<file path="config.mk">
export PLATFORM = sky130hd
export DESIGN_NAME = pmt_top
export DESIGN_NICKNAME = d
export VERILOG_FILES = /design/src/pmt_pkg.sv /design/src/pmt_if.sv /design/src/pmt_ahb_slave.sv /design/src/pmt_time_base.sv /design/src/pmt_top.sv
export VERILOG_INCLUDE_DIRS = /design/src
export SDC_FILE = /design/constraint.sdc
export NUM_CORES = 1
export LEC_CHECK = 0
export BUFFER_PORTS_ARGS = -buffer_cell sky130_fd_sc_hd__buf_2
export CAP_MARGIN = 15
export CORE_AREA = 2 2 128 92
export CTS_BUF_LIST = sky130_fd_sc_hd__clkbuf_16
export DETAILED_ROUTE_END_ITERATION = 10
export DIE_AREA = 0 0 130 94
export PLACE_DENSITY = 0.87
export SLEW_MARGIN = 20
export SYNTH_ARGS = -nofsm -noshare
export SYNTH_HDL_FRONTEND = slang
export SYNTH_SLANG_ARGS = --single-unit
export TNS_END_PERCENT = 5
</file>
<file path="constraint.sdc">
create_clock -name ref_clk -period 9.15 [get_ports ref_clk]
set_clock_uncertainty 0.1 [all_clocks]
set_input_delay 1.3725 -clock ref_clk [delete_from_list [all_inputs] [get_ports ref_clk]]
set_output_delay 1.3725 -clock ref_clk [all_outputs]
set_load 0.01 [all_outputs]
</file>
<file path="src/pmt_map.svh">
// Purpose: Register map, field positions and timing constants of the activity mode timer
// Assumes: Included by its bare name from every module file of the block
// Notes:   Register indices are printed indices; byte address is four times the index
//
// Function
// - IRQ lines 8-11,13-15 join group by mask
// - IRQ 1,3,4,12 only count as input-device
// - DRQ 0-3,5-7 by mask; bit4 selects PCI master
// - Time base 00=1s 01=10s 10=1min 11=10min
// - Run bit low holds counter cleared
// - Bit 3 selects counter or setting readback
// - Timeout equals count field times time base
// - Count field zero means sixteen units
// - Doubling control doubles the timeout period
// - Event-select bit 7 doubles timer time base
// - Mode timer expiry reports cause code 0001
`ifndef PMT_MAP_SVH
`define PMT_MAP_SVH

// ------------------------------------------------------------
// Register indices
// ------------------------------------------------------------
`define PMT_IDX_EVT_SEL 8'h34
`define PMT_IDX_CAUSE 8'h35
`define PMT_IDX_IRQ_SEL 8'h37
`define PMT_IDX_DRQ_SEL 8'h38
`define PMT_IDX_MODE_SET 8'h39
`define PMT_IDX_INT_STAT 8'h40
`define PMT_IDX_INT_MASK 8'h41
`define PMT_IDX_MSB 9
`define PMT_IDX_LSB 2

// ------------------------------------------------------------
// Field positions and codes
// ------------------------------------------------------------
`define PMT_EVT_DOUBLE_BIT 7
`define PMT_MODE_RUN_BIT 2
`define PMT_MODE_RDCUR_BIT 3
`define PMT_IRQ_RSVD_BIT 4
`define PMT_DRQ_PCI_BIT 4
`define PMT_IRQ_LINE_BASE 8
`define PMT_INDEV_LINES 16'h101A
`define PMT_IRQ_GRP_LINES 16'hEF00
`define PMT_CNT_FULL 5'h10
`define PMT_CAUSE_NONE 4'h0
`define PMT_CAUSE_MODE 4'h1
`define PMT_CAUSE_IRQ 4'h6
`define PMT_CAUSE_DRQ 4'h7
`define PMT_ST_TIMEOUT 0
`define PMT_ST_IRQ 1
`define PMT_ST_DRQ 2
`define PMT_TB_1S 2'h0
`define PMT_TB_10S 2'h1
`define PMT_TB_1MIN 2'h2
`define PMT_TB_10MIN 2'h3

// ------------------------------------------------------------
// Timing
// ------------------------------------------------------------
`define PMT_SECOND_NS 1000000000
`define PMT_CLK_PERIOD_NS 25
`define PMT_BASE_1S 1
`define PMT_BASE_10S 10
`define PMT_BASE_1MIN 60
`define PMT_BASE_10MIN 600
`define PMT_HTRANS_NONSEQ 2'h2
`define PMT_HSIZE_WORD 3'h2

`endif

</file>
<file path="src/pmt_pkg.sv">
// Purpose: State types of the activity mode timer modules
// Assumes: Constants live in pmt_map.svh
// Notes:   One packed struct per module holds all of its state
`default_nettype none
package pmt_pkg;
    typedef struct packed {
        logic wr_pend;
        logic [7:0] widx;
        logic [31:0] hrdata;
    } pmt_ahb_type;

    typedef struct packed {
        logic [25:0] sec_cnt;
        logic [10:0] unit_cnt;
        logic tick;
    } pmt_tb_type;

    typedef struct packed {
        logic [7:0] irq_sel;
        logic [7:0] drq_sel;
        logic [7:0] mode_set;
        logic evt_double;
        logic [2:0] status;
        logic [2:0] mask;
        logic [3:0] cause;
        logic [4:0] count;
        logic [15:0] irq_s1;
        logic [15:0] irq_s2;
        logic [7:0] drq_s1;
        logic [7:0] drq_s2;
        logic pci_s1;
        logic pci_s2;
        logic irq_grp;
        logic drq_grp;
        logic in_dev;
        logic timeout;
        logic pm_irq;
    } pmt_core_type;
endpackage
`default_nettype wire

</file>
<file path="src/pmt_if.sv">
// Purpose: Carriers between the register slave, the time base and the core
// Assumes: Single clock domain
// Notes:   Register access uses indices, not byte addresses
`timescale 1ns/1ps
`default_nettype none
interface pmt_reg_if;
    logic wr;
    logic [7:0] widx;
    logic [7:0] wdata;
    logic [7:0] ridx;
    logic [7:0] rdata;
    modport slv(output wr, output widx, output wdata, output ridx, input rdata);
    modport core(input wr, input widx, input wdata, input ridx, output rdata);
endinterface

interface pmt_tick_if;
    logic run;
    logic [1:0] base_sel;
    logic dbl;
    logic tick;
    modport ctl(output run, output base_sel, output dbl, input tick);
    modport gen(input run, input base_sel, input dbl, output tick);
endinterface
`default_nettype wire

</file>
<file path="src/pmt_ahb_slave.sv">
// Purpose: AHB-Lite slave turning word transfers into register index accesses
// Assumes: Single word transfers, response always OKAY
// Notes:   Zero wait states; write lands at the data-phase edge
`timescale 1ns/1ps
`default_nettype none
`include "pmt_map.svh"
module pmt_ahb_slave (
    input wire logic ref_clk,
    input wire logic rst,
    input wire logic hsel,
    input wire logic [31:0] haddr,
    input wire logic [1:0] htrans,
    input wire logic hwrite,
    input wire logic [2:0] hsize,
    input wire logic [31:0] hwdata,
    input wire logic hready,
    output logic hreadyout,
    output logic hresp,
    output logic [31:0] hrdata,
    pmt_reg_if.slv rb
);
    import pmt_pkg::*;
    pmt_ahb_type st;
    pmt_ahb_type next_st;
    logic take;
    logic in_map;

    // ------------------------------------------------------------
    // Address phase decode
    // ------------------------------------------------------------
    // Addresses above the index field never alias onto registers
    assign in_map = (haddr[31:`PMT_IDX_MSB+1] == '0) && (hsize == `PMT_HSIZE_WORD);
    assign take = hsel && hready && (htrans == `PMT_HTRANS_NONSEQ);
    assign rb.ridx = haddr[`PMT_IDX_MSB:`PMT_IDX_LSB];

    // Read data sampled at the address edge, write held for the data phase
    always_comb begin
        next_st = st;
        next_st.wr_pend = 1'b0;
        if (take) begin
            next_st.wr_pend = hwrite && in_map;
            next_st.widx = haddr[`PMT_IDX_MSB:`PMT_IDX_LSB];
            next_st.hrdata = (!hwrite && in_map) ? {24'h000000, rb.rdata} : '0;
        end
    end

    always_ff @(posedge ref_clk or posedge rst) begin
        if (rst) begin
            st <= '0;
        end else begin
            st <= next_st;
        end
    end

    assign rb.wr = st.wr_pend;
    assign rb.widx = st.widx;
    assign rb.wdata = hwdata[7:0];
    assign hreadyout = 1'b1;
    assign hresp = 1'b0;
    assign hrdata = st.hrdata;
endmodule
`default_nettype wire

</file>
<file path="src/pmt_time_base.sv">
// Purpose: Seconds prescaler and selectable time-base unit tick
// Assumes: SEC_CYCLES clock cycles make one second
// Notes:   Run low clears both stages so a restart counts a full unit
`timescale 1ns/1ps
`default_nettype none
`include "pmt_map.svh"
module pmt_time_base #(
    parameter int unsigned SEC_CYCLES = `PMT_SECOND_NS / `PMT_CLK_PERIOD_NS
) (
    input wire logic ref_clk,
    input wire logic rst,
    pmt_tick_if.gen tk
);
    import pmt_pkg::*;
    pmt_tb_type st;
    pmt_tb_type next_st;
    logic [10:0] lim;

    // ------------------------------------------------------------
    // Unit selection and counting
    // ------------------------------------------------------------
    always_comb begin
        next_st = st;
        next_st.tick = 1'b0;
        unique case (tk.base_sel)
            `PMT_TB_1S: lim = 11'(`PMT_BASE_1S);
            `PMT_TB_10S: lim = 11'(`PMT_BASE_10S);
            `PMT_TB_1MIN: lim = 11'(`PMT_BASE_1MIN);
            `PMT_TB_10MIN: lim = 11'(`PMT_BASE_10MIN);
        endcase
        // Doubling the unit doubles every timeout period
        if (tk.dbl) begin
            lim = {lim[9:0], 1'b0};
        end
        if (!tk.run) begin
            next_st.sec_cnt = '0;
            next_st.unit_cnt = '0;
        end else if (st.sec_cnt == 26'(SEC_CYCLES - 1)) begin
            next_st.sec_cnt = '0;
            if (st.unit_cnt == lim - 11'h001) begin
                next_st.unit_cnt = '0;
                next_st.tick = 1'b1;
            end else begin
                next_st.unit_cnt = st.unit_cnt + 11'h001;
            end
        end else begin
            next_st.sec_cnt = st.sec_cnt + 26'h0000001;
        end
    end

    always_ff @(posedge ref_clk or posedge rst) begin
        if (rst) begin
            st <= '0;
        end else begin
            st <= next_st;
        end
    end

    assign tk.tick = st.tick;
endmodule
`default_nettype wire

</file>
<file path="src/pmt_top.sv">
// Purpose: Activity group selection and mode timer with AHB-Lite registers
// Assumes: Activity pins are asynchronous; one 40 MHz clock
// Notes:   Status bits are write-one-to-clear; a new event beats its clear
//
// Register access over AHB-Lite was decided locally.
`timescale 1ns/1ps
`default_nettype none
`include "pmt_map.svh"
module pmt_top #(
    parameter int unsigned SEC_CYCLES = `PMT_SECOND_NS / `PMT_CLK_PERIOD_NS
) (
    input wire logic ref_clk,
    input wire logic rst,
    input wire logic hsel,
    input wire logic [31:0] haddr,
    input wire logic [1:0] htrans,
    input wire logic hwrite,
    input wire logic [2:0] hsize,
    input wire logic [31:0] hwdata,
    input wire logic hready,
    output logic hreadyout,
    output logic hresp,
    output logic [31:0] hrdata,
    input wire logic [15:0] irq_line,
    input wire logic [7:0] drq_line,
    input wire logic pci_master_active,
    output logic irq_group_active,
    output logic drq_group_active,
    output logic input_device_active,
    output logic mode_timeout,
    output logic [3:0] smi_cause,
    output logic pm_irq
);
    import pmt_pkg::*;

    pmt_core_type st;
    pmt_core_type next_st;
    logic [7:0] irq_hit;
    logic [7:0] drq_hit;
    logic [4:0] target;
    logic [4:0] count_inc;
    logic [2:0] events;
    logic [7:0] rdata;

    pmt_reg_if rb();
    pmt_tick_if tk();

    // ------------------------------------------------------------
    // Bus slave and time base
    // ------------------------------------------------------------
    pmt_ahb_slave u_bus (
        .ref_clk(ref_clk),
        .rst(rst),
        .hsel(hsel),
        .haddr(haddr),
        .htrans(htrans),
        .hwrite(hwrite),
        .hsize(hsize),
        .hwdata(hwdata),
        .hready(hready),
        .hreadyout(hreadyout),
        .hresp(hresp),
        .hrdata(hrdata),
        .rb(rb.slv)
    );

    pmt_time_base #(
        .SEC_CYCLES(SEC_CYCLES)
    ) u_base (
        .ref_clk(ref_clk),
        .rst(rst),
        .tk(tk.gen)
    );

    // Timer controls straight from the setting and event-select registers
    assign tk.run = st.mode_set[`PMT_MODE_RUN_BIT];
    assign tk.base_sel = st.mode_set[1:0];
    assign tk.dbl = st.evt_double;

    // ------------------------------------------------------------
    // Group membership per mask bit
    // ------------------------------------------------------------
    // Mask bit b covers IRQ line 8+b; line 12 is never a group member
    genvar b;
    generate
        for (b = 0; b < 8; b++) begin : g_sel
            if (b == `PMT_IRQ_RSVD_BIT) begin : g_rsvd
                assign irq_hit[b] = 1'b0;
            end else begin : g_irq
                assign irq_hit[b] = st.irq_sel[b] && st.irq_s2[`PMT_IRQ_LINE_BASE + b];
            end
            if (b == `PMT_DRQ_PCI_BIT) begin : g_pci
                assign drq_hit[b] = st.drq_sel[b] && st.pci_s2;
            end else begin : g_drq
                assign drq_hit[b] = st.drq_sel[b] && st.drq_s2[b];
            end
        end
    endgenerate

    // ------------------------------------------------------------
    // Timeout target
    // ------------------------------------------------------------
    // A zero count field stands for sixteen units
    assign target = (st.mode_set[7:4] == 4'h0) ? `PMT_CNT_FULL : {1'b0, st.mode_set[7:4]};
    assign count_inc = st.count + 5'h01;

    // ------------------------------------------------------------
    // Register readback
    // ------------------------------------------------------------
    always_comb begin
        rdata = 8'h00;
        unique case (rb.ridx)
            `PMT_IDX_EVT_SEL: rdata = {st.evt_double, 7'h00};
            `PMT_IDX_CAUSE: rdata = {4'h0, st.cause};
            `PMT_IDX_IRQ_SEL: rdata = {st.irq_sel[7:5], 1'b0, st.irq_sel[3:0]};
            `PMT_IDX_DRQ_SEL: rdata = st.drq_sel;
            `PMT_IDX_MODE_SET: begin
                // Live count or programmed setting in the upper nibble
                if (st.mode_set[`PMT_MODE_RDCUR_BIT]) begin
                    rdata = {st.count[3:0], st.mode_set[3:0]};
                end else begin
                    rdata = st.mode_set;
                end
            end
            `PMT_IDX_INT_STAT: rdata = {5'h00, st.status};
            `PMT_IDX_INT_MASK: rdata = {5'h00, st.mask};
            default: rdata = 8'h00;
        endcase
    end
    assign rb.rdata = rdata;

    // ------------------------------------------------------------
    // Next state
    // ------------------------------------------------------------
    always_comb begin
        next_st = st;
        // Pins pass two flops before any logic looks at them
        next_st.irq_s1 = irq_line;
        next_st.irq_s2 = st.irq_s1;
        next_st.drq_s1 = drq_line;
        next_st.drq_s2 = st.drq_s1;
        next_st.pci_s1 = pci_master_active;
        next_st.pci_s2 = st.pci_s1;
        next_st.irq_grp = |irq_hit;
        next_st.drq_grp = |drq_hit;
        next_st.in_dev = |(st.irq_s2 & `PMT_INDEV_LINES);
        next_st.timeout = 1'b0;

        // Register writes land in the data phase
        if (rb.wr) begin
            unique case (rb.widx)
                `PMT_IDX_EVT_SEL: next_st.evt_double = rb.wdata[`PMT_EVT_DOUBLE_BIT];
                `PMT_IDX_IRQ_SEL: next_st.irq_sel = rb.wdata;
                `PMT_IDX_DRQ_SEL: next_st.drq_sel = rb.wdata;
                `PMT_IDX_MODE_SET: next_st.mode_set = rb.wdata;
                `PMT_IDX_INT_STAT: next_st.status = st.status & ~rb.wdata[2:0];
                `PMT_IDX_INT_MASK: next_st.mask = rb.wdata[2:0];
                default: next_st.status = next_st.status;
            endcase
        end

        // Counter steps once per unit and wraps at the target
        if (!st.mode_set[`PMT_MODE_RUN_BIT]) begin
            next_st.count = '0;
        end else if (tk.tick) begin
            if (count_inc == target) begin
                next_st.count = '0;
                next_st.timeout = 1'b1;
            end else begin
                next_st.count = count_inc;
            end
        end

        // Events: timer expiry and rising group activity, built here so no loop through next_st
        events = {next_st.drq_grp && !st.drq_grp,
                  next_st.irq_grp && !st.irq_grp,
                  next_st.timeout};

        // Sticky events; a set in the clearing cycle wins
        next_st.status = next_st.status | events;
        if (events[`PMT_ST_TIMEOUT]) begin
            next_st.cause = `PMT_CAUSE_MODE;
        end else if (events[`PMT_ST_IRQ]) begin
            next_st.cause = `PMT_CAUSE_IRQ;
        end else if (events[`PMT_ST_DRQ]) begin
            next_st.cause = `PMT_CAUSE_DRQ;
        end
        next_st.pm_irq = |(next_st.status & next_st.mask);
    end

    always_ff @(posedge ref_clk or posedge rst) begin
        if (rst) begin
            st <= '0;
        end else begin
            st <= next_st;
        end
    end

    // ------------------------------------------------------------
    // Outputs
    // ------------------------------------------------------------
    assign irq_group_active = st.irq_grp;
    assign drq_group_active = st.drq_grp;
    assign input_device_active = st.in_dev;
    assign mode_timeout = st.timeout;
    assign smi_cause = st.cause;
    assign pm_irq = st.pm_irq;
endmodule
`default_nettype wire

</file>
==> results of run 1 <==
[routing by layer]
metal | share of wire, % | vias up
li1 | - | 2107
met1 | 40 | 2399
met2 | 48 | 287
met3 | 9.8 | 42
met4 | 2.5 | 0
met5 | 0 | -
[stage by stage]
step	worst slack [ns]	instances	util (%)	total power (W)
final	5.87	810	66.5	0.00138
after detailed placement	5.44	778	61.0	0.000707
after global placement	5.61	778	61.0	0.000702
after floorplan	4.07	588	-	0.000686
after global routing	5.63	810	66.5	0.00143
after CTS	5.86	810	66.5	0.00139
[power by group through the flow]
stage / clock network, W / registers [W] / logic [W]
global placement: 0 / 0.000641 / 0.0000604
global route: 0.000716 / 0.000636 / 0.0000732
floorplan: 0 / 0.000638 / 0.0000482
CTS: 0.000689 / 0.000634 / 0.0000650
detailed placement: 0 / 0.000643 / 0.0000638
finish: 0.000685 / 0.000635 / 0.0000649
[kinds of logic after synthesis]
group	Yosys count
and+or+nand+nor	215
DFF	135
AOI/OAI and AO/OA	65
buffers and inverters	56
muxes	44
xor gates and xnor gates	42
adders and majority gates	4
other	2
[cell usage in the layout, fill, tap and decap left out, drive strengths merged, types with 4 or more instances in the layout]
master	synthesis	layout
o21ai	20	20
nor2	46	46
xnor2	19	19
nor4	10	10
dfrtp	135	135
nand2	37	37
xor2	22	22
conb	2	27
clkinv	0	6
nor3	11	11
mux2	40	40
a21oi	11	11
clkbuf	12	17
and2	12	12
inv	10	15
and3	10	10
a22oi	10	10
buf	34	83
nand4	17	17
nand3	24	24
and4	5	5
nand4b	6	6
nor3b	11	11
mux2i	4	4
nor2b	8	8
ha	4	4
[worst min path at each step]
| stage | slack [ns] | from | endpoint |
|---|---|---|---|
| after floorplan | 0.23 | next_st[10] | st[10] |
| after global placement | 0.23 | next_st[27] | st[27] |
| after detailed placement | 0.23 | next_st[34] | st[34] |
| after CTS | 0.26 | next_st[36] | st[36] |
| after global routing | 0.26 | next_st[12] | st[12] |
| final | 0.25 | next_st[36] | st[36] |
[layout make-up]
| cell class | count | area (sq um) | share of cell area [%] |
|---|---|---|---|
| Sequential cell | 135 | 3380 | 46.5 |
| Multi-Input combinational cell | 397 | 2640 | 36.4 |
| Clock buffer | 17 | 425 | 5.86 |
| Timing Repair Buffer | 83 | 418 | 5.75 |
| Tap cell | 153 | 191 | 2.64 |
| Clock inverter | 15 | 168 | 2.31 |
| Inverter | 10 | 40.0 | 0.551 |
[worst max-delay path: stages]
cell      delay (ns)
buf_2           0.09
nand4b_1        0.70
nor4b_1         0.52
nand4_1         0.19
a311o_1         0.46
o21ai_1         0.18
[flip-flops by register name (all words and copies together), names as in the netlist]
| signal | count |
|---|---|
| u_base.st | 37 |
| u_bus.rb.widx | 8 |
| drq_group_active | 1 |
| u_bus.hrdata | 8 |
| next_st | 19 |
| pm_irq | 1 |
| u_base.tk.tick | 1 |
| st | 53 |
| irq_group_active | 1 |
| mode_timeout | 1 |
| u_bus.rb.wr | 1 |
| tk.dbl | 1 |
| smi_cause | 2 |
| input_device_active | 1 |
==> impl_results.md, run 1 <==
* Outcome: finished, final reports clean
* Worst Setup End Kind: flop
* Crit-path max FO at 18
* Cell Rows at 32
* P_sw at 0.000333 W
* Most common cell in the synthesized netlist: dfrtp_1
* Drt total wl at 15700 um
* Final instance area at 7260 sq um
* Via-to-Cell Ratio at 5.97
* Worst r2r src: st[71]
* Worst Hold Path Cells at 0
* CTS tree: done
* Post-synth EDFFs at 0
* Compound-Gate Fraction of Synth Area at 6.86%
* Relative slew slack at 35.8%
* Sequential Power Share at 45.9%
* DRC Markers at 0
* Total track usage at 27.9%
* DRT iter0 DRCs at 486
* Setup TNS at 0 ns
* CTS root buf: clkbuf_16
* Simple-Gate Fraction of Synth Area at 19.0%
* Critical path origin: htrans[0]
* Worst setup path class: input pin to flop
* Cell Int Power at 0.00105 W
* VDD IR max at 0.153 mV
* GR met3 Demand/Resource at 8.26%
* Worst path required time at 9.39 ns
* FMAX at 0.305 GHz
* Worst hold path class: flop to flop
* Initial antenna violation count at 0
* Worst-case reg-to-reg path depth at 9
* Synth warn at 0
* Fin. Hold Viols at 0
* Total core area at 10900 sq um
* Max-Cap Viols at 0
* Cts bufs inserted at 17
* Worst R2R Setup Slack at 6.01 ns
* Ant diodes at 0
* Die extent in y at 94 um
* CTS clk-pin slew, worst paths at 0.06 ns
* Remaining Overflow, GRT at 0
* LEAKAGE at 3.22 nW
* Synth Area in Adders at 0.800%
* DPL Wire Length at 10300 um
* Net Sw Frac at 24.0%
* # hold bufs at CTS at 0
* Largest family of logic cells by synthesized area: simple AND/OR/NAND/NOR gates
* Number of distinct library cells after synthesis at 57
* Crit Reg-Reg Endpoint: u_base.tk.tick
* Final min period at 3.28 ns
* Max Root-Sink Buffers at 2
* Synthesized cell area at 6250 sq um
* Mux share of post-synthesis cell area at 7.84%
* Synth top cells by count: dfrtp_1, nor2_1, mux2_2, nand2_1, buf_4
* M1 GR Usage at 37.0%
* # Post-CTS Setup Buffers at 0
* Top FF cell, synth: dfrtp_1
* Met2 usage at 43.6%
* I/O pin count at 142
* Post-route antenna net violation count at 0
* Worst-Skew Late Latency at 0.42 ns
* Post-Synthesis Cells at 563
* Largest net degree at the start of global routing at 79
* Layout cells sized above 1 at 24.7%
* WHS at 0.254 ns
* Crit path DAT at 3.52 ns
* Combinational power share at 4.7%
* Nets@finish at 747
* Placed Area at 6670 sq um
* Initial Utilization at 57.2%
* Seq/Total Area, Yosys at 54.0%
* Die ar. at 12200 sq um
* Max-slew violations at 0
* H-tree levels at 4
* RSZ-0062 raised after global routing: false
* Area contributors post-synth: dfrtp_1, mux2_2, buf_4
* Final setup fails at 0
* Die width at 130 um
* Cell Pwr Density at 191 nW/um^2
* Synth Area per Inst at 11.1 sq um
* Share of the synthesized area in the top cell type at 54.0%
* DR WL/cell at 19.4 um
* Worst-Margin Slew at 0.964 ns
* Filler instances at 799
* I/O Buffers at 82
* Post-synthesis xor/xnor area fraction at 6.10%
* Area grow syn2layout at 16.1%
* TritonCTS Sinks at 135
* Number of global-route vias before repair at 4908
* Leading area contributor after synthesis: dfrtp_1
* Iteration count of the initial detailed-routing pass at 5
* First-pass GRT wire length at 25600 um
* Global route hottest layer: met2
* Period utilization at 35.9%
* DR vias at 4835
* Clock power frac at 49.5%
* Crit start category: input pin
* Gates resized, CTS repair at 0
* Synth Register Bits at 135
* GP Congestion at 0.890
* Crit path to: u_bus.hrdata[0]
* Synth async-reset ratio at 100%
Note: power is estimated with default switching activity, not from simulation.
==> inputs of run 2 (changes only) <==
--- a/config.mk
+++ b/config.mk
@@ -8,11 +8,11 @@
 export LEC_CHECK = 0
 export BUFFER_PORTS_ARGS = -buffer_cell sky130_fd_sc_hd__buf_2
 export CAP_MARGIN = 15
-export CORE_AREA = 2 2 128 92
+export CORE_AREA = 2 2 139 100
 export CTS_BUF_LIST = sky130_fd_sc_hd__clkbuf_16
 export DETAILED_ROUTE_END_ITERATION = 10
-export DIE_AREA = 0 0 130 94
-export PLACE_DENSITY = 0.87
+export DIE_AREA = 0 0 141 102
+export PLACE_DENSITY = 0.78
 export SLEW_MARGIN = 20
 export SYNTH_ARGS = -nofsm -noshare
 export SYNTH_HDL_FRONTEND = slang
==> constraint.sdc (replaced) <==
create_clock -name ref_clk -period 2.65 [get_ports ref_clk]
set_clock_uncertainty 0.1 [all_clocks]
set_input_delay 0.3975 -clock ref_clk [delete_from_list [all_inputs] [get_ports ref_clk]]
set_output_delay 0.3975 -clock ref_clk [all_outputs]
set_load 0.01 [all_outputs]
==> impl_results.md, run 2 (same netlist as run 1, synthesis figures left out) <==
* Cells along the critical path: or3_4 -> ha_4 -> xnor2_2 -> a211oi_2 -> o21ai_1 -> or4_4 -> nor3_4 -> and2_1
* Total track usage at 21.6%
* Initial Utilization at 48.1%
* Met2 Routed Length at 6820 um
* Relative slew slack at 53.9%
* Max-slew violations at 0
* Worst r2r src: tk.dbl
* Hold Crit Start: hwrite
* I/O pin count at 142
* Period utilization at 101%
* Final setup margin at -0.0377 ns
* Met1 WL at 6640 um
* DPL Wire Length at 10100 um
* Die extent in y at 102 um
* Worst hold path class: input pin to flop
* Worst-Margin Slew at 0.690 ns
* Number of flip-flops in the largest register at 53
* FMAX at 0.372 GHz
* Worst Setup End Kind: flop
* Reg area at 3380 sq um
* Reg with most FFs: st
* Cell Pwr Density at 609 nW/um^2
* VDD IR max at 0.578 mV
* Commonest non-fill, non-tap cell in the layout: dfrtp_1
* I/O Buffers at 82
* Max stage delay on crit path at 0.56 ns
* GP Congestion at 0.875
* Util after Layout at 59.1%
* Max Root-Sink Buffers at 2
* Die width at 141 um
* DR vias at 4795
* First-pass GRT wire length at 24100 um
* CTS root buf: clkbuf_16
* Iteration count of the initial detailed-routing pass at 5
* RSZ-0062 raised after global routing: true
* Cts bufs inserted at 17
* Metal3 WL at 1140 um
* Crit-path max FO at 7
* H-tree levels at 4
* Cell Rows at 35
* Worst-case reg-to-reg path depth at 8
* Ant diodes at 0
* Most frequent cells in the layout: dfrtp_1, buf_2, nor2_1
* Layout cells sized above 1 at 27.1%
* Drt total wl at 14800 um
* Area occupied by multi-input gates at 2670 sq um
* LEAKAGE at 3.43 nW
* Fin. Hold Viols at 0
* Worst path required time at 2.90 ns
* WHS at 0.112 ns
* Remaining Overflow, GRT at 0
* Placed Cells at 808
* Crit path DAT at 2.94 ns
* Total core area at 13000 sq um
* Worst-Skew Late Latency at 0.42 ns
* Worst setup path class: flop to flop
* Placed Area at 6840 sq um
* Non-Filler Instances at 868
* CTS clk-pin slew, worst paths at 0.07 ns
* Number of global-route vias before repair at 4828
* Final instance area at 7690 sq um
* Area grow syn2layout at 22.9%
* WHS Endpoint: u_bus.rb.wr
* DRT iter0 DRCs at 286
* Outcome: complete, but fails checks
* DRC Markers at 0
* Max layer used: met4
* Crit start category: flop
* DR WL/cell at 17.0 um
* Final setup fails at 7
* Initial antenna violation count at 0
* Worst Hold Path Cells at 3
* Final min period at 2.69 ns
* Die ar. at 14400 sq um
* Failing checks: negative setup slack
* Max-Cap Viols at 0
* Filler instances at 1027
* Worst R2R Setup Slack at -0.04 ns
* Crit Reg-Reg Endpoint: u_base.tk.tick
* Post-route antenna net violation count at 0
* Via-to-Cell Ratio at 5.52
* Largest net degree at the start of global routing at 65
* Nets@finish at 792
* CTS tree: done
* TritonCTS Sinks at 135
* Critical path's slowest cell: or4_4
==> run 2: final cells by class <==
type                            count  share of cell area (%)
Sequential cell                   135                    43.9
Multi-Input combinational cell    397                    34.8
Timing Repair Buffer              128                    10.8
Clock buffer                       17                    5.53
Tap cell                          166                    2.70
Clock inverter                     15                    1.71
Inverter                           10                   0.537
==> run 2: how the worst max path moves through the flow <==
stage / from / end / slack, ns / cells past startpoint
floorplan: st[72] / u_base.tk.tick / -0.008 / 9
global placement: st[71] / u_base.tk.tick / -0.06 / 9
detailed placement: st[71] / u_base.st[6] / -0.12 / 9
CTS: st[71] / u_base.tk.tick / -0.03 / 9
global route: tk.dbl / u_base.tk.tick / -0.12 / 8
finish: tk.dbl / u_base.tk.tick / -0.04 / 8
==> run 2: through the flow <==
step,setup TNS [ns],setup WS (ns),total power [W]
finish,-0.169,-0.0377,0.00468
global route,-0.774,-0.120,0.00484
CTS,-0.170,-0.0334,0.00470
detailed placement,-0.842,-0.119,0.00245
global placement,-0.403,-0.0637,0.00244
floorplan,-0.00760,-0.00760,0.00237
==> run 2: where the power goes <==
group | internal (W) | switching, W | leakage, nW
logic | 0.000133 | 0.000139 | 1.43
clock network | 0.00124 | 0.000993 | 0.270
registers | 0.00213 | 0.0000527 | 1.73
==> run 2: timing repair <==
item                                   in CTS  in global routing
hold buffers                               20                  0
endpoints found under the hold margin      50                  0
gates cloned                                0                  0
resized for setup                           3                  2
setup endpoints to repair                   9                 10
pin swaps                                   9                  7
buffers inserted                            5                  3
==> run 2: critical path: cells and delay by family, from the launching register on <==
family | cells | cell delay, ns
adder cells (fa/ha/maj) | 1 | 0.26
XOR/XNOR | 1 | 0.13
AND/OR/NAND/NOR | 4 | 1.48
AO/OA/AOI/OAI | 2 | 0.24
flip-flops | 1 | 0.43
==> run 2: layer usage <==
layer  GRT usage, %  vias to the layer above
met2           34.4                      186
met4           7.00                        0
met5              0                        -
li1               -                     2201
met1           28.9                     2394
met3           6.23                       14
